`config.mk`:
```
export PLATFORM = sky130hd
export DESIGN_NAME = temp_sensor_ctrl
export DESIGN_NICKNAME = d
export VERILOG_FILES = /design/src/core/temp_sensor_pkg.sv /design/src/core/temp_sensor_ctrl.sv
export SDC_FILE = /design/constraint.sdc
export NUM_CORES = 1
export LEC_CHECK = 0
export ABC_AREA = 1
export BUFFER_PORTS_ARGS = -buffer_cell sky130_fd_sc_hd__buf_4
export CAP_MARGIN = 20
export CORE_MARGIN = 4
export CORE_UTILIZATION = 40
export DETAILED_ROUTE_END_ITERATION = 12
export GPL_TIMING_DRIVEN = 1
export PLACE_DENSITY = 0.61
export SLEW_MARGIN = 30
export SYNTH_ARGS = -nofsm -noshare
export SYNTH_HDL_FRONTEND = slang
export SYNTH_SLANG_ARGS = --single-unit
```
`constraint.sdc`:
```
create_clock -name clk -period 4.64 [get_ports clk]
set_input_delay 1.392 -clock clk [delete_from_list [all_inputs] [get_ports clk]]
set_output_delay 1.392 -clock clk [all_outputs]
set_load 0.005 [all_outputs]
```
`src/core/temp_sensor_pkg.sv`:
```
// Shared constants and types for the temperature sensor control block.
// Assumes a single 100 MHz clock and a register port already decoded
// from the serial bus framing logic.
package temp_sensor_pkg;

    // Clock and nominal times
    localparam int unsigned CLK_FREQ_HZ       = 100_000_000;
    localparam int unsigned CONV_TIME_10B_MS  = 35;   // 10-bit conversion
    localparam int unsigned SLOT_TIME_MS      = 125;  // Fastest rate period
    localparam int unsigned CONV10_CYCLES_DEF =
        CONV_TIME_10B_MS * (CLK_FREQ_HZ / 1000);
    localparam int unsigned SLOT_CYCLES_DEF   =
        SLOT_TIME_MS * (CLK_FREQ_HZ / 1000);

    // Register pointers
    localparam logic [1:0] PTR_TEMP   = 2'h0;
    localparam logic [1:0] PTR_CONFIG = 2'h1;
    localparam logic [1:0] PTR_HYST   = 2'h2;
    localparam logic [1:0] PTR_OT     = 2'h3;

    // Reset values and writable bits
    localparam logic [15:0] TEMP_RESET   = 16'h0000;
    localparam logic [15:0] CFG_RESET    = 16'h0040;
    localparam logic [15:0] HYST_RESET   = 16'h4b00;
    localparam logic [15:0] OT_RESET     = 16'h5000;
    localparam logic [15:0] CFG_WR_MASK  = 16'h1bfe;

    // Limits of the normal format, in sixteenths of a degree
    localparam logic signed [15:0] NORM_MAX = 16'sh07ff;
    localparam logic signed [15:0] NORM_MIN = 16'shf800;
    localparam logic [2:0]          FAULT_SAT = 3'h6;

    // Configuration register layout, bit 15 down to bit 0
    typedef struct packed {
        logic       otFlag;
        logic [1:0] rsvdHigh;
        logic [1:0] faultQueue;
        logic       rsvdMid;
        logic       intMode;
        logic       shutdown;
        logic       extFormat;
        logic [1:0] resolution;
        logic       timeoutDis;
        logic       pecEnable;
        logic [1:0] rate;
        logic       oneShot;
    } config_t;

    // Register access from the serial interface
    typedef struct packed {
        logic        wr;
        logic        rd;
        logic [1:0]  addr;
        logic [15:0] data;
    } reg_req_t;

    // Packet check byte stream
    typedef struct packed {
        logic       clr;
        logic       valid;
        logic [7:0] data;
    } pec_in_t;

    typedef enum logic [1:0] { ST_IDLE, ST_CONVERT, ST_SHUTDOWN } conv_state_t;

endpackage

```
`src/core/temp_sensor_ctrl.sv`:
```
// Conversion scheduler, data formatting, over-temperature flag and
// packet check byte engine of a digital temperature sensor.
// Assumes the bus framing logic hands over decoded register accesses
// and check-byte traffic on this clock, and that the analog front end
// delivers a sample in sixteenths of a degree on the same clock.
//
// Notes on behaviour
// - Format bit clear: normal two's complement
// - Format bit set: extended, top bit 256 deg
// - Format change applies at next completed conversion
// - Thresholds stored as written, never reformatted
// - Rate field picks 0.25, 1, 4, 8 per second
// - Start conversion each period, idle between
// - Shutdown waits for running conversion to finish
// - Registers stay accessible during shutdown
// - Clearing shutdown starts conversion, resumes schedule
// - Resolution field picks 8, 9, 10, 12 bits
// - Conversion time doubles per resolution bit
// - Fault queue needs 1, 2, 4, 6 faults
// - Clearing below hysteresis ignores fault queue
// - Bit 15 is read-only over-temperature flag
// - Comparator mode: set above, clear below/shutdown
// - Interrupt mode: flag held until any read
// - Interrupt mode alternates rising and falling events
// - Shutdown entry clears flag in interrupt mode
// - Reset gives normal, 0.25/s, timeout on, 10-bit
// - Bit 3 enables CRC-8 check byte
// - Sender of last data byte sends check byte
// - Overrun conversion keeps last valid result
// - Hysteresis above threshold treated as threshold
`timescale 1ns/1ps
`default_nettype none

module temp_sensor_ctrl
    import temp_sensor_pkg::*;
#(
    parameter int unsigned SLOT_CYCLES   = SLOT_CYCLES_DEF,
    parameter int unsigned CONV10_CYCLES = CONV10_CYCLES_DEF
) (
    input  wire logic               clk,
    input  wire logic               reset_n,
    input  wire reg_req_t           regReq,
    input  wire logic signed [15:0] sensorTemp,
    input  wire pec_in_t            pecIn,
    output var  logic [15:0]        regRdData,
    output var  logic               convBusy,
    output var  logic               overTempFlag,
    output var  logic               pecEnable,
    output var  logic               timeoutDisable,
    output var  logic [7:0]         pecCrc
);

    config_t           cfg_q;
    logic [15:0]       hyst_q;
    logic [15:0]       ot_q;
    logic [15:0]       temp_q;
    conv_state_t       state_q;
    conv_state_t       state_d;
    logic [31:0]       slotCnt_q;
    logic [4:0]        slotNum_q;
    logic [31:0]       convCnt_q;
    logic [2:0]        faultCnt_q;
    logic              otFlag_q;
    logic              armRise_q;
    logic              fmtApplied_q;
    logic [15:0]       regRdData_q;
    logic [7:0]        pecCrc_q;
    logic              convBusy_q;

    // Register port decode; every register works in any state
    wire wrCfg   = regReq.wr && (regReq.addr == PTR_CONFIG);
    wire wrHyst  = regReq.wr && (regReq.addr == PTR_HYST);
    wire wrOt    = regReq.wr && (regReq.addr == PTR_OT);
    wire config_t wrCfgData = config_t'(regReq.data & CFG_WR_MASK);
    wire sdnWake = wrCfg && cfg_q.shutdown && !wrCfgData.shutdown;
    wire stayDown  = cfg_q.shutdown && !sdnWake; // Wake beats pending entry
    wire resChange = wrCfg && (wrCfgData.resolution != cfg_q.resolution);

    // Timebase: fixed slots of the fastest period, counted per rate
    wire slotTick = (slotCnt_q == 32'(SLOT_CYCLES - 1));
    logic [4:0] slotsPerConv;
    always_comb begin
        case (cfg_q.rate)
            2'h0:    slotsPerConv = 5'h1f; // 4 s
            2'h1:    slotsPerConv = 5'h07; // 1 s
            2'h2:    slotsPerConv = 5'h01; // 0.25 s
            default: slotsPerConv = 5'h00; // 0.125 s
        endcase
    end
    wire rateStart = slotTick && (slotNum_q >= slotsPerConv);

    // Conversion length scales with resolution
    logic [31:0] convLen;
    logic [3:0]  dropBits;
    always_comb begin
        case (cfg_q.resolution)
            2'h0: begin
                convLen  = 32'(CONV10_CYCLES >> 2);
                dropBits = 4'h8;
            end
            2'h1: begin
                convLen  = 32'(CONV10_CYCLES >> 1);
                dropBits = 4'h7;
            end
            2'h2: begin
                convLen  = 32'(CONV10_CYCLES);
                dropBits = 4'h6;
            end
            default: begin
                convLen  = 32'(CONV10_CYCLES << 2);
                dropBits = 4'h4;
            end
        endcase
    end
    wire converting = (state_q == ST_CONVERT);
    wire convDone   = converting && (convCnt_q == convLen - 32'h1);
    // A new period arriving mid-conversion aborts it; temp_q is untouched
    wire convAbort  = converting && !convDone && rateStart
                      && !cfg_q.shutdown;

    // Scheduler state machine
    always_comb begin
        state_d = state_q;
        case (state_q)
            ST_IDLE: begin
                if (stayDown) begin
                    state_d = ST_SHUTDOWN;
                end else if (rateStart || sdnWake) begin
                    state_d = ST_CONVERT;
                end
            end
            ST_CONVERT: begin
                if (convDone) begin
                    // Shutdown pending during a conversion is entered here, once it ends
                    state_d = stayDown ? ST_SHUTDOWN : ST_IDLE;
                end
            end
            ST_SHUTDOWN: begin
                if (sdnWake) begin
                    state_d = ST_CONVERT;
                end
            end
            default: state_d = ST_IDLE;
        endcase
    end
    wire enterShdn = (state_d == ST_SHUTDOWN) && (state_q != ST_SHUTDOWN);

    // Result formatting; saturate rather than wrap in normal format
    logic signed [15:0] normVal;
    always_comb begin
        if (sensorTemp > NORM_MAX) begin
            normVal = 16'sh7fff;
        end else if (sensorTemp < NORM_MIN) begin
            normVal = 16'sh8000;
        end else begin
            normVal = {sensorTemp[11:0], 4'h0};
        end
    end
    wire [15:0] extVal  = {sensorTemp[12:0], 3'h0};
    wire [3:0]  dropAll = dropBits - {3'h0, cfg_q.extFormat};
    wire [15:0] resMask = 16'hffff << dropAll;
    // Format taken from the bit as it stands at completion
    wire [15:0] newTemp = (cfg_q.extFormat ? extVal : normVal) & resMask;

    // Threshold compare; thresholds used raw in current format
    wire signed [15:0] otS   = ot_q;
    wire signed [15:0] hystS = hyst_q;
    wire signed [15:0] hystEff = (hystS > otS) ? otS : hystS;
    wire signed [15:0] newS  = newTemp;
    wire over  = newS > otS;
    wire under = newS < hystEff;

    // Fault queue depth
    logic [2:0] faultNeed;
    always_comb begin
        case (cfg_q.faultQueue)
            2'h0:    faultNeed = 3'h1;
            2'h1:    faultNeed = 3'h2;
            2'h2:    faultNeed = 3'h4;
            default: faultNeed = 3'h6;
        endcase
    end
    wire [2:0] faultNext = (faultCnt_q < FAULT_SAT) ? faultCnt_q + 3'h1
                                                    : FAULT_SAT;
    wire qualified = over && (faultNext >= faultNeed);
    // Falling event bypasses the queue
    wire setEvt = convDone && cfg_q.intMode
                  && (armRise_q ? qualified : under);
    wire rdClear = regReq.rd && cfg_q.intMode && otFlag_q && !setEvt;

    // Register read mux; bit 15 reflects the live flag
    logic [15:0] rdMux;
    always_comb begin
        case (regReq.addr)
            PTR_TEMP:   rdMux = temp_q;
            PTR_CONFIG: rdMux = {otFlag_q, 15'(cfg_q)};
            PTR_HYST:   rdMux = hyst_q;
            default:    rdMux = ot_q;
        endcase
    end

    // CRC-8, one byte per cycle, MSB first
    function automatic logic [7:0] crcByte(input logic [7:0] crc,
                                           input logic [7:0] din);
        logic [7:0] c;
        c = crc ^ din;
        for (int i = 0; i < 8; i++) begin
            c = c[7] ? ((c << 1) ^ 8'h07) : (c << 1);
        end
        return c;
    endfunction

    // Configuration and threshold registers
    always_ff @(posedge clk) begin
        if (!reset_n) begin
            cfg_q  <= config_t'(CFG_RESET);
            hyst_q <= HYST_RESET;
            ot_q   <= OT_RESET;
        end else begin
            if (wrCfg) cfg_q <= wrCfgData;
            if (wrHyst) hyst_q <= regReq.data;
            if (wrOt) ot_q <= regReq.data;
        end
    end

    // Scheduler registers
    always_ff @(posedge clk) begin
        if (!reset_n) begin
            state_q   <= ST_CONVERT; // First result right after power-up
            slotCnt_q <= 32'h0;
            slotNum_q <= 5'h0;
            convCnt_q <= 32'h0;
        end else begin
            state_q <= state_d;
            // Schedule restarts from the wake-up conversion
            if (state_q == ST_SHUTDOWN || sdnWake || slotTick) begin
                slotCnt_q <= 32'h0;
            end else begin
                slotCnt_q <= slotCnt_q + 32'h1;
            end
            if (state_q == ST_SHUTDOWN || sdnWake || rateStart) begin
                slotNum_q <= 5'h0;
            end else if (slotTick) begin
                slotNum_q <= slotNum_q + 5'h1;
            end
            if (!converting || convDone || convAbort || resChange) begin
                convCnt_q <= 32'h0;
            end else begin
                convCnt_q <= convCnt_q + 32'h1;
            end
        end
    end

    // Result register and applied format
    always_ff @(posedge clk) begin
        if (!reset_n) begin
            temp_q       <= TEMP_RESET;
            fmtApplied_q <= 1'b0;
        end else if (convDone) begin
            temp_q       <= newTemp;
            fmtApplied_q <= cfg_q.extFormat;
        end
    end

    // Fault count tracks consecutive over-threshold results
    always_ff @(posedge clk) begin
        if (!reset_n || enterShdn) begin
            faultCnt_q <= 3'h0;
        end else if (convDone) begin
            faultCnt_q <= over ? faultNext : 3'h0;
        end
    end

    // Over-temperature flag; a new event beats a read in the same cycle
    always_ff @(posedge clk) begin
        if (!reset_n) begin
            otFlag_q  <= 1'b0;
            armRise_q <= 1'b1;
        end else if (enterShdn) begin
            otFlag_q  <= 1'b0;
            armRise_q <= 1'b1;
        end else if (cfg_q.intMode) begin
            if (setEvt) begin
                otFlag_q <= 1'b1;
            end else if (rdClear) begin
                otFlag_q  <= 1'b0;
                armRise_q <= ~armRise_q;
            end
        end else if (convDone) begin
            if (qualified) begin
                otFlag_q <= 1'b1;
            end else if (under) begin
                otFlag_q <= 1'b0;
            end
        end
    end

    // Read data, busy, and check byte engine
    always_ff @(posedge clk) begin
        if (!reset_n) begin
            regRdData_q <= 16'h0000;
            convBusy_q  <= 1'b0;
            pecCrc_q    <= 8'h00;
        end else begin
            if (regReq.rd) regRdData_q <= rdMux;
            convBusy_q <= (state_d == ST_CONVERT);
            if (pecIn.clr) begin
                pecCrc_q <= 8'h00;
            end else if (pecIn.valid && cfg_q.pecEnable) begin
                pecCrc_q <= crcByte(pecCrc_q, pecIn.data);
            end
        end
    end

    // All outputs straight from flip-flops
    assign regRdData      = regRdData_q;
    assign convBusy       = convBusy_q;
    assign overTempFlag   = otFlag_q;
    assign pecEnable      = cfg_q.pecEnable;
    assign timeoutDisable = cfg_q.timeoutDis;
    assign pecCrc         = pecCrc_q;
endmodule

`default_nettype wire

```
==> flow_summary.toml, run 1 <==
[min_path]
hold_path.class = "flop to flop"
whs_path_depth = 2
hold_end = "temp_q[5]$_SDFFE_PN0P_"
hp-start = "temp_q[5]$_SDFFE_PN0P_"

[power_and_ir_drop]
ir_drop_mv = 0.1764
p_int_uw = 2446
leakagePower_uw = 0.004580
p_comb_share_pct = 17.9
clkPwrFrac_pct = 40.0
pwr-share-seq_pct = 42.0
p_switching_uw = 982.5
power.density_mw_per_mm2 = 311.5
swShare_pct = 28.66

[place]
routabilityCongestion = 0.8943
preCtsSetupSlack_ps = 4.111
numPortBuffers = 75
dp_hpwl_microns = 19420

[routing]
drt_iter0_markers = 553
wl_microns = 25630
drt_pass1_iterations = 6
postRouteAntennaNets = 0
drc_errors = 0
via_count = 8799
wl_per_cell_microns = 15.01
vias_per_cell = 5.155

[finish]
fin_nets = 1501
syn_to_final_growth_pct = 17.03
drive_above_1_share_pct = 13.56
final_common_cell = "nand2_1"
num_antenna_cells = 0
fillCellCount = 2295
mostFrequentLayoutCells = "212 x nand2_1, 167 x inv_1, 160 x dfxtp_1"
final_util_pct = 48.03

[flow_run]
maxCapViolCount = 0

[synthesis]
netlist_area_sq_mm = 0.009404
syn_area_per_cell_sq_um = 7.195
synthArstFlopShare_pct = 0
synth_area_leaders = "dfxtp_1 34%, ha_1 9.2%, nand2_1 8.5%"
synth_edf_count = 0
synth_top_flop_cell = "dfxtp_1"
synth_top_area_cell = "dfxtp_1"
synth_seq_cells = 160
seq_area_frac_synth_pct = 34.06
yosysUniqueCellTypes = 53
syn_nets = 1425
yosysWarnings = 0
syn-instance-count = 1307
synth_top_cell_area_share_pct = 34.06

[cts]
htreeDepth = 4
postCtsSetupRepairBufs = 0
clock_latency_ps = 430
postCtsHoldBufs = 0
cts_tree = "done"
numClockSinks = 160
cts.clk_slew.worst_paths_ps = 70
cts_buffer_depth = 2
root_buffer = "clkbuf_16"
cts_buffers = 17

[global_route]
grt_pass1_vias = 8456
antenna_found_initial = 0
grt_overflow_total = 0
grtUsageTotal_pct = 19.94
grt_max_degree = 66
grt_first_pass_wirelength_microns = 42700

[timing]
hold_viol = 0
worst_pin_slew_ps = 756.1
rsz0062_at_grt = "no"
slew_violations = 0
clock_skew_ps = 12.85
final.setup.tns_ps = 0
holdWs_ps = 457.2
fin_ws_ps = 443.5
fmax_mhz = 238.3
slew_headroom_pct = 49.28
period_needed_ps = 4197
setup_viol = 0
min_period_over_period_pct = 90.44

[worst_setup_path]
required_ps = 4960
path_class = "flop to flop"
crit_fanout = 5
end_kind = "flop"
r2r_setup_slack_ps = 440
rr_endpoint = "overTempFlag$_SDFFE_PP0P_"
cp-start-kind = "flop"
r2r_start = "cfg_q[6]$_SDFFE_PN1P_"
rr_worst_depth = 25
worstPathArrival_ps = 4510

[die]
core_sq_mm = 0.02292
io_pins = 76
dieArea_sq_mm = 0.02603
die_h_microns = 161.3
die_w_microns = 161.3
initial_core_util_pct = 41.04
row_count = 55

[run_status]
outcome = "completed"
==> cells by family (layout without fill, tap and decap cells) <==
group                    after synthesis  in the layout  synth area share (%)
adder cells (fa/ha/maj)               70             70                 9.393
AO/OA/AOI/OAI                        309            309                 18.28
AND/OR/NAND/NOR                      509            509                 25.64
XOR/XNOR                              42             42                 3.912
buffers and inverters                217            304                 8.715
flip-flops                           160            160                 34.06
==> repair_timing <==
item / 4_1_cts / 5_1_grt
endpoints found under the hold margin: 0 / 0
gates resized for setup: 0 / 11
endpoints found under the setup margin: 0 / 2
==> flip-flops by register name, indices dropped and copies added (netlist names) <==
| name | cells |
|---|---|
| regRdData | 16 |
| convCnt_q | 32 |
| slotNum_q | 5 |
| pecEnable | 1 |
| cfg_q | 9 |
| overTempFlag | 1 |
| faultCnt_q | 3 |
| timeoutDisable | 1 |
| hystS | 16 |
| convBusy | 1 |
| pecCrc | 8 |
| slotCnt_q | 32 |
| state_q | 2 |
| otS | 16 |
| temp_q | 16 |
| armRise_q | 1 |
==> critical path, cell delays in order, from the launching register on <==
cell	delay, ps
dfxtp_1	330
inv_1	90
ha_1	190
inv_1	100
ha_1	230
fa_1	510
inv_1	160
nor3_4	70
nor4_4	370
ha_1	300
nand2_1	60
inv_1	50
nand3_1	80
a21o_1	90
nand3_1	110
a211oi_2	230
or2_1	130
nand3_1	120
inv_1	120
o21ai_1	110
a211oi_1	270
nand2_1	130
nand3_1	100
nand3_1	70
nand2_1	60
nor2_1	30
==> per-layer routing <==
layer  part of all wire, %  vias up  global-route usage [%]
met1                    47     4003                   27.32
met3                   5.8       31                   4.185
met5                     0        -                       0
met4                   1.9        0                   5.428
li1                      -     4545                       -
met2                    45      220                   31.96
==> layout make-up <==
cell class / instances / area, sq um / share of cell area (%)
multi-input combinational: 930 / 5446 / 49.49
sequential: 160 / 3203 / 29.10
timing repair buffer: 97 / 740.7 / 6.730
inverter: 177 / 664.4 / 6.037
clock buffer: 18 / 439.2 / 3.990
tap: 313 / 391.6 / 3.558
clock inverter: 12 / 120.1 / 1.091
==> how the worst max path moves through the flow <==
stage	depth (start not counted)	slack [ps]	startpoint	endpoint
6_report	25	440	cfg_q[6]$_SDFFE_PN1P_	overTempFlag$_SDFFE_PP0P_
5_1_grt	22	5	cfg_q[6]$_SDFFE_PN1P_	overTempFlag$_SDFFE_PP0P_
3_5_place_dp	22	4	sensorTemp[11]	overTempFlag$_SDFFE_PP0P_
2_1_floorplan	22	390	sensorTemp[11]	overTempFlag$_SDFFE_PP0P_
4_1_cts	25	280	cfg_q[6]$_SDFFE_PN1P_	overTempFlag$_SDFFE_PP0P_
3_3_place_gp	22	80	sensorTemp[11]	overTempFlag$_SDFFE_PP0P_
==> power groups by stage <==
stage | registers (uW) | logic (uW) | clock network, uW
floorplan | 1470 | 390 | 0
global placement | 1470 | 591 | 0
detailed placement | 1470 | 598 | 0
CTS | 1440 | 604 | 1400
global route | 1450 | 698 | 1460
finish | 1440 | 615 | 1370
==> cell usage after synthesis, drive strengths merged (3+ instances only) <==
master  instances
xnor2          21
nor2          132
nor3           45
o21a            7
inv           175
ha             69
buf             3
nand4          38
o21ai         106
a211oi          7
nor4           10
nor3b          11
o211ai          7
and3            5
o22ai          10
o21bai          5
a31oi          10
xor2           21
a21oi         136
nand2         216
dfxtp         160
a41oi           4
nand3          41
a221oi          9
or2            10
clkbuf         37
==> stage by stage <==
step	instance area, sq um	instances	total power [uW]
finish	11010	1707	3429
detailed placement	10390	1677	2070
global placement	10390	1677	2062
floorplan	9404	1307	1856
global route	11010	1707	3605
CTS	10950	1707	3441
Power figures use the tool's default switching activity.
==> inputs of run 2 (changes only) <==
--- a/config.mk
+++ b/config.mk
@@ -8,11 +8,14 @@
 export ABC_AREA = 1
 export BUFFER_PORTS_ARGS = -buffer_cell sky130_fd_sc_hd__buf_4
 export CAP_MARGIN = 20
+export CELL_PAD_IN_SITES_DETAIL_PLACEMENT = 0
+export CELL_PAD_IN_SITES_GLOBAL_PLACEMENT = 1
 export CORE_MARGIN = 4
 export CORE_UTILIZATION = 40
 export DETAILED_ROUTE_END_ITERATION = 12
 export GPL_TIMING_DRIVEN = 1
-export PLACE_DENSITY = 0.61
+export HOLD_SLACK_MARGIN = 0.03
+export PLACE_DENSITY = 0.78
 export SLEW_MARGIN = 30
 export SYNTH_ARGS = -nofsm -noshare
 export SYNTH_HDL_FRONTEND = slang
==> flow_summary.toml, run 2 (same netlist as run 1, synthesis figures left out) <==
[power_and_ir_drop]
clkPwrFrac_pct = 42.9
pwr-share-seq_pct = 40.1
ir_drop_mv = 0.1908
power.density_mw_per_mm2 = 325.2
swShare_pct = 28.42
p_int_uw = 2570
leakagePower_uw = 0.004599
p_switching_uw = 1021
p_comb_share_pct = 17.0
finalPower_uw = 3591

[finish]
syn_to_final_growth_pct = 17.43
fin_nets = 1503
mostFrequentLayoutCells = "212 x nand2_1, 167 x inv_1, 160 x dfxtp_1"
final_util_pct = 48.19
reg_top3 = "convCnt_q: 32 flops, slotCnt_q: 32 flops"
final_common_cell = "nand2_1"
num_antenna_cells = 0
final_cells = 1711
drive_above_1_share_pct = 13.52

[cts]
cts.clk_slew.worst_paths_ps = 70
cts_buffer_depth = 2
cts_buffers = 17
root_buffer = "clkbuf_16"
clock_latency_ps = 430
cts_tree = "done"
numClockSinks = 160
htreeDepth = 4

[timing]
hold_viol = 0
setup_viol = 0
slew_violations = 0
period_needed_ps = 4272
fmax_mhz = 234.1
slew_headroom_pct = 43.44
clock_skew_ps = 13.64
min_period_over_period_pct = 92.06
worst_pin_slew_ps = 848.3

[place]
dp_hpwl_microns = 19630
routabilityCongestion = 0.8848
dpl.cell_count = 1678
numPortBuffers = 75

[die]
die_h_microns = 161.3
io_pins = 76
core_sq_mm = 0.02292
dieArea_sq_mm = 0.02603
row_count = 55
initial_core_util_pct = 41.04
die_w_microns = 161.3

[worst_setup_path]
worst_path_largest_cell_delay_ps = 480
critPathTopFamily = "simple AND/OR/NAND/NOR gates"
worst_path_max_delay_cell = "a221oi_1"
worstPathArrival_ps = 4600
end_kind = "flop"
required_ps = 4970
crit_fanout = 11
rr_worst_depth = 22
cp-start-kind = "input port"
path_class = "input port to flop"
path_cells = "buf_4, inv_1, nand3_1, nand2_1, nand2_1, buf_4, a21oi_1, a221oi_1, ha_1, nand4_1, nor3_1, a211oi_2, or2_1, nand3_1, inv_1, o21ai_1, a211oi_1, nand2_1, nand3_1, nand3_1, nand2_1, nor2_1"
cp.depth = 22
path_buf_inv = 4

[global_route]
grt_overflow_total = 0
grt_pass1_vias = 8271
grt_max_degree = 66
grtUsageTotal_pct = 20.03
grt_first_pass_wirelength_microns = 42480
antenna_found_initial = 0

[routing]
vias_per_cell = 5.082
wl_per_cell_microns = 15.10
postRouteAntennaNets = 0
via_count = 8695
drt_pass1_iterations = 5
drt_iter0_markers = 504
wl_microns = 25830
wl_met1_microns = 12580
met2_length_microns = 11470
met3RoutedLength_microns = 1321
drc_errors = 0
top_layer = "met4"

[min_path]
whs_path_depth = 1
hold_path.class = "flop to flop"

[run_status]
outcome = "completed"

[flow_run]
maxCapViolCount = 0
==> run 2: power groups by stage <==
stage / Clock (uW) / Combinational, uW / Sequential (uW)
after floorplan: 0 / 390 / 1470
after global placement: 0 / 597 / 1470
after detailed placement: 0 / 598 / 1470
after CTS: 1560 / 604 / 1440
after global routing: 1620 / 699 / 1450
final: 1540 / 610 / 1440
==> run 2: stage by stage <==
stage	TNS, ps	setup WS [ps]	area (sq um)	hold slack (ps)
global placement	0	65.58	10380	436.9
detailed placement	-24.63	-24.63	10380	449.9
floorplan	0	385.8	9404	428.4
global route	-4.118	-4.118	11040	482.0
finish	0	368.5	11040	457.6
CTS	0	329.6	11010	459.2
==> run 2: layer usage <==
layer	global-route usage (%)	up-vias
met5	0	-
met4	6.010	0
met3	4.083	32
met2	31.75	204
met1	27.61	3915
li1	-	4544
==> run 2: path summary, 6_finish.rpt <==
path / start / to / slack, ps
max reg2reg: cfg_q[6]$_SDFFE_PN1P_ / overTempFlag$_SDFFE_PP0P_ / 440
min: convCnt_q[31]$_SDFF_PP0_ / convCnt_q[31]$_SDFF_PP0_ / 460
max: sensorTemp[11] / overTempFlag$_SDFFE_PP0P_ / 370
min reg2reg: convCnt_q[31]$_SDFF_PP0_ / convCnt_q[31]$_SDFF_PP0_ / 460
==> run 2: layout make-up <==
class                      instances  area [sq um]
fill                            2301         11870
clock inverter                    12         181.4
inverter                         177         664.4
multi-input combinational        930          5413
tap                              313         391.6
clock buffer                      20         446.7
sequential                       160          3203
timing repair buffer              99         743.2
==> run 2: repair_timing <==
item                       CTS  global route
gates resized for setup      0             7
setup buffers                0             1
hold buffers                 0             0
setup endpoints to repair    0             1
==> inputs of run 3 (changes only) <==
--- a/config.mk
+++ b/config.mk
@@ -10,7 +10,7 @@
 export CAP_MARGIN = 20
 export CELL_PAD_IN_SITES_DETAIL_PLACEMENT = 0
 export CELL_PAD_IN_SITES_GLOBAL_PLACEMENT = 1
-export CORE_MARGIN = 4
+export CORE_MARGIN = 3
 export CORE_UTILIZATION = 40
 export DETAILED_ROUTE_END_ITERATION = 12
 export GPL_TIMING_DRIVEN = 1
==> constraint.sdc (replaced) <==
create_clock -name clk -period 5 [get_ports clk]
set_input_delay 1.5 -clock clk [delete_from_list [all_inputs] [get_ports clk]]
set_output_delay 1.5 -clock clk [all_outputs]
set_load 0.005 [all_outputs]
==> flow_summary.toml, run 3 (same netlist as run 1, synthesis figures left out) <==
[routing]
drt_iter0_markers = 532
wl_per_cell_microns = 15.40
postRouteAntennaNets = 0
drt_pass1_iterations = 4
vias_per_cell = 5.148
via_count = 8757
drc_errors = 0
wl_microns = 26190

[timing]
rsz0062_at_grt = "no"
clock_skew_ps = 15.79
final.setup.tns_ps = 0
setup_viol = 0
slew_violations = 0
holdWs_ps = 459.9
worst_pin_slew_ps = 814.8
fmax_mhz = 223.9
slew_headroom_pct = 45.35
min_period_over_period_pct = 89.32
hold_viol = 0
period_needed_ps = 4466

[cts]
htreeDepth = 4
cts_buffer_depth = 2
postCtsSetupRepairBufs = 0
cts_buffers = 17
cts.clk_slew.worst_paths_ps = 70
numClockSinks = 160
clock_latency_ps = 430
root_buffer = "clkbuf_16"
cts_tree = "done"
postCtsHoldBufs = 0

[global_route]
grt_overflow_total = 0
grt_first_pass_wirelength_microns = 42930
antenna_found_initial = 1
grtUsageTotal_pct = 20.64
grt_pass1_vias = 8240
grt_max_degree = 66

[run_status]
outcome = "completed"

[die]
initial_core_util_pct = 41.16
die_w_microns = 159.3
dieArea_sq_mm = 0.02539
die_h_microns = 159.3
io_pins = 76
row_count = 55
core_sq_mm = 0.02285

[place]
dp_hpwl_microns = 19690
routabilityCongestion = 0.8761
numPortBuffers = 75

[finish]
final_util_pct = 48.01
fin_nets = 1493
fillCellCount = 2352
mostFrequentLayoutCells = "212 x nand2_1, 167 x inv_1, 158 x dfxtp_1"
final_common_cell = "nand2_1"
syn_to_final_growth_pct = 16.63
reg_top3 = "convCnt_q: 32 flops, slotCnt_q: 32 flops"
drive_above_1_share_pct = 12.83

[worst_setup_path]
crit_fanout = 7
r2r_setup_slack_ps = 530
r2r_start = "cfg_q[6]$_SDFFE_PN1P_"
worstPathArrival_ps = 4780
rr_endpoint = "overTempFlag$_SDFFE_PP0P_"
cp-start-kind = "flop"
end_kind = "flop"
path_class = "flop to flop"
required_ps = 5320
rr_worst_depth = 25

[power_and_ir_drop]
ir_drop_mv = 0.1988
leakagePower_uw = 0.004543
power.density_mw_per_mm2 = 301.0

[min_path]
whs_path_depth = 1
hold_path.class = "flop to flop"
hp-start = "convCnt_q[0]$_SDFF_PP0_"
hold_end = "convCnt_q[0]$_SDFF_PP0_"

[flow_run]
maxCapViolCount = 0
==> run 3: cell count changes in the layout (fill, tap and decap cells not counted), moves of 2 or more <==
cell	delta
inv_6	-3
buf_4	-10
dfxtp_2	+2
dfxtp_1	-2
==> run 3: worst max-delay path by stage <==
stage                           from                         to  cells after the start
2_1_floorplan         sensorTemp[11]  overTempFlag$_SDFFE_PP0P_                     22
3_3_place_gp          sensorTemp[11]  overTempFlag$_SDFFE_PP0P_                     21
3_5_place_dp          sensorTemp[11]  overTempFlag$_SDFFE_PP0P_                     24
4_1_cts        cfg_q[6]$_SDFFE_PN1P_  overTempFlag$_SDFFE_PP0P_                     23
5_1_grt        cfg_q[5]$_SDFFE_PN0P_  overTempFlag$_SDFFE_PP0P_                     28
6_report       cfg_q[6]$_SDFFE_PN1P_  overTempFlag$_SDFFE_PP0P_                     25
==> run 3: power by group <==
part / switching, uW / leakage (uW) / internal (uW)
Combinational: 340 / 0.00295 / 214
Sequential: 29.2 / 0.00130 / 1310
Clock: 546 / 0.000296 / 861
Total: 915 / 0.00454 / 2390
==> run 3: worst max-delay path, stage by stage, from the launching register on <==
cell and delay [ps]:
dfxtp_2 410, inv_1 140, ha_1 200, inv_1 100, ha_1 230, fa_1 500, inv_1 110, nor3_1 80
nor4_2 410, ha_1 310, nand2_1 60, inv_1 50, nand3_1 80, a21o_1 90, nand3_1 100, a211oi_1 310
or2_1 150, nand3_1 110, inv_1 120, o21ai_1 110, a211oi_1 270, nand2_1 130, nand3_1 110, nand3_1 70
nand2_1 60, nor2_1 30
==> run 3: area by class of cell <==
| class | instances | area, sq um | area share [%] |
|---|---|---|---|
| clock inverters | 9 | 157.7 | 1.437 |
| multi-input cells | 930 | 5414 | 49.36 |
| repair buffers | 89 | 668.1 | 6.092 |
| clock buffers | 22 | 464.2 | 4.232 |
| inverters | 177 | 664.4 | 6.058 |
| well taps | 313 | 391.6 | 3.571 |
| flip-flops and latches | 160 | 3206 | 29.23 |
| diodes | 1 | 2.502 | 0.02282 |
==> run 3: repair_timing <==
item                       in CTS  in global routing
setup endpoints to repair       0                  2
resized for setup               0                  7
hold endpoints to repair        0                  0
==> run 3: routing by layer <==
layer | share of wire (%) | track usage (%)
met1 | 49 | 28.81
met2 | 44 | 32.53
met3 | 4.9 | 4.214
met4 | 1.4 | 5.651
met5 | 0 | 0.1894
==> run 3: per-stage QoR <==
step / instances / setup slack, ps / power, uW / instance area [sq um]
global route: 1701 / 93.19 / 3461 / 10970
global placement: 1669 / 251.0 / 1909 / 10310
floorplan: 1307 / 637.8 / 1723 / 9404
detailed placement: 1669 / 112.8 / 1914 / 10310
finish: 1701 / 534.2 / 3301 / 10970
CTS: 1700 / 269.4 / 3320 / 10930
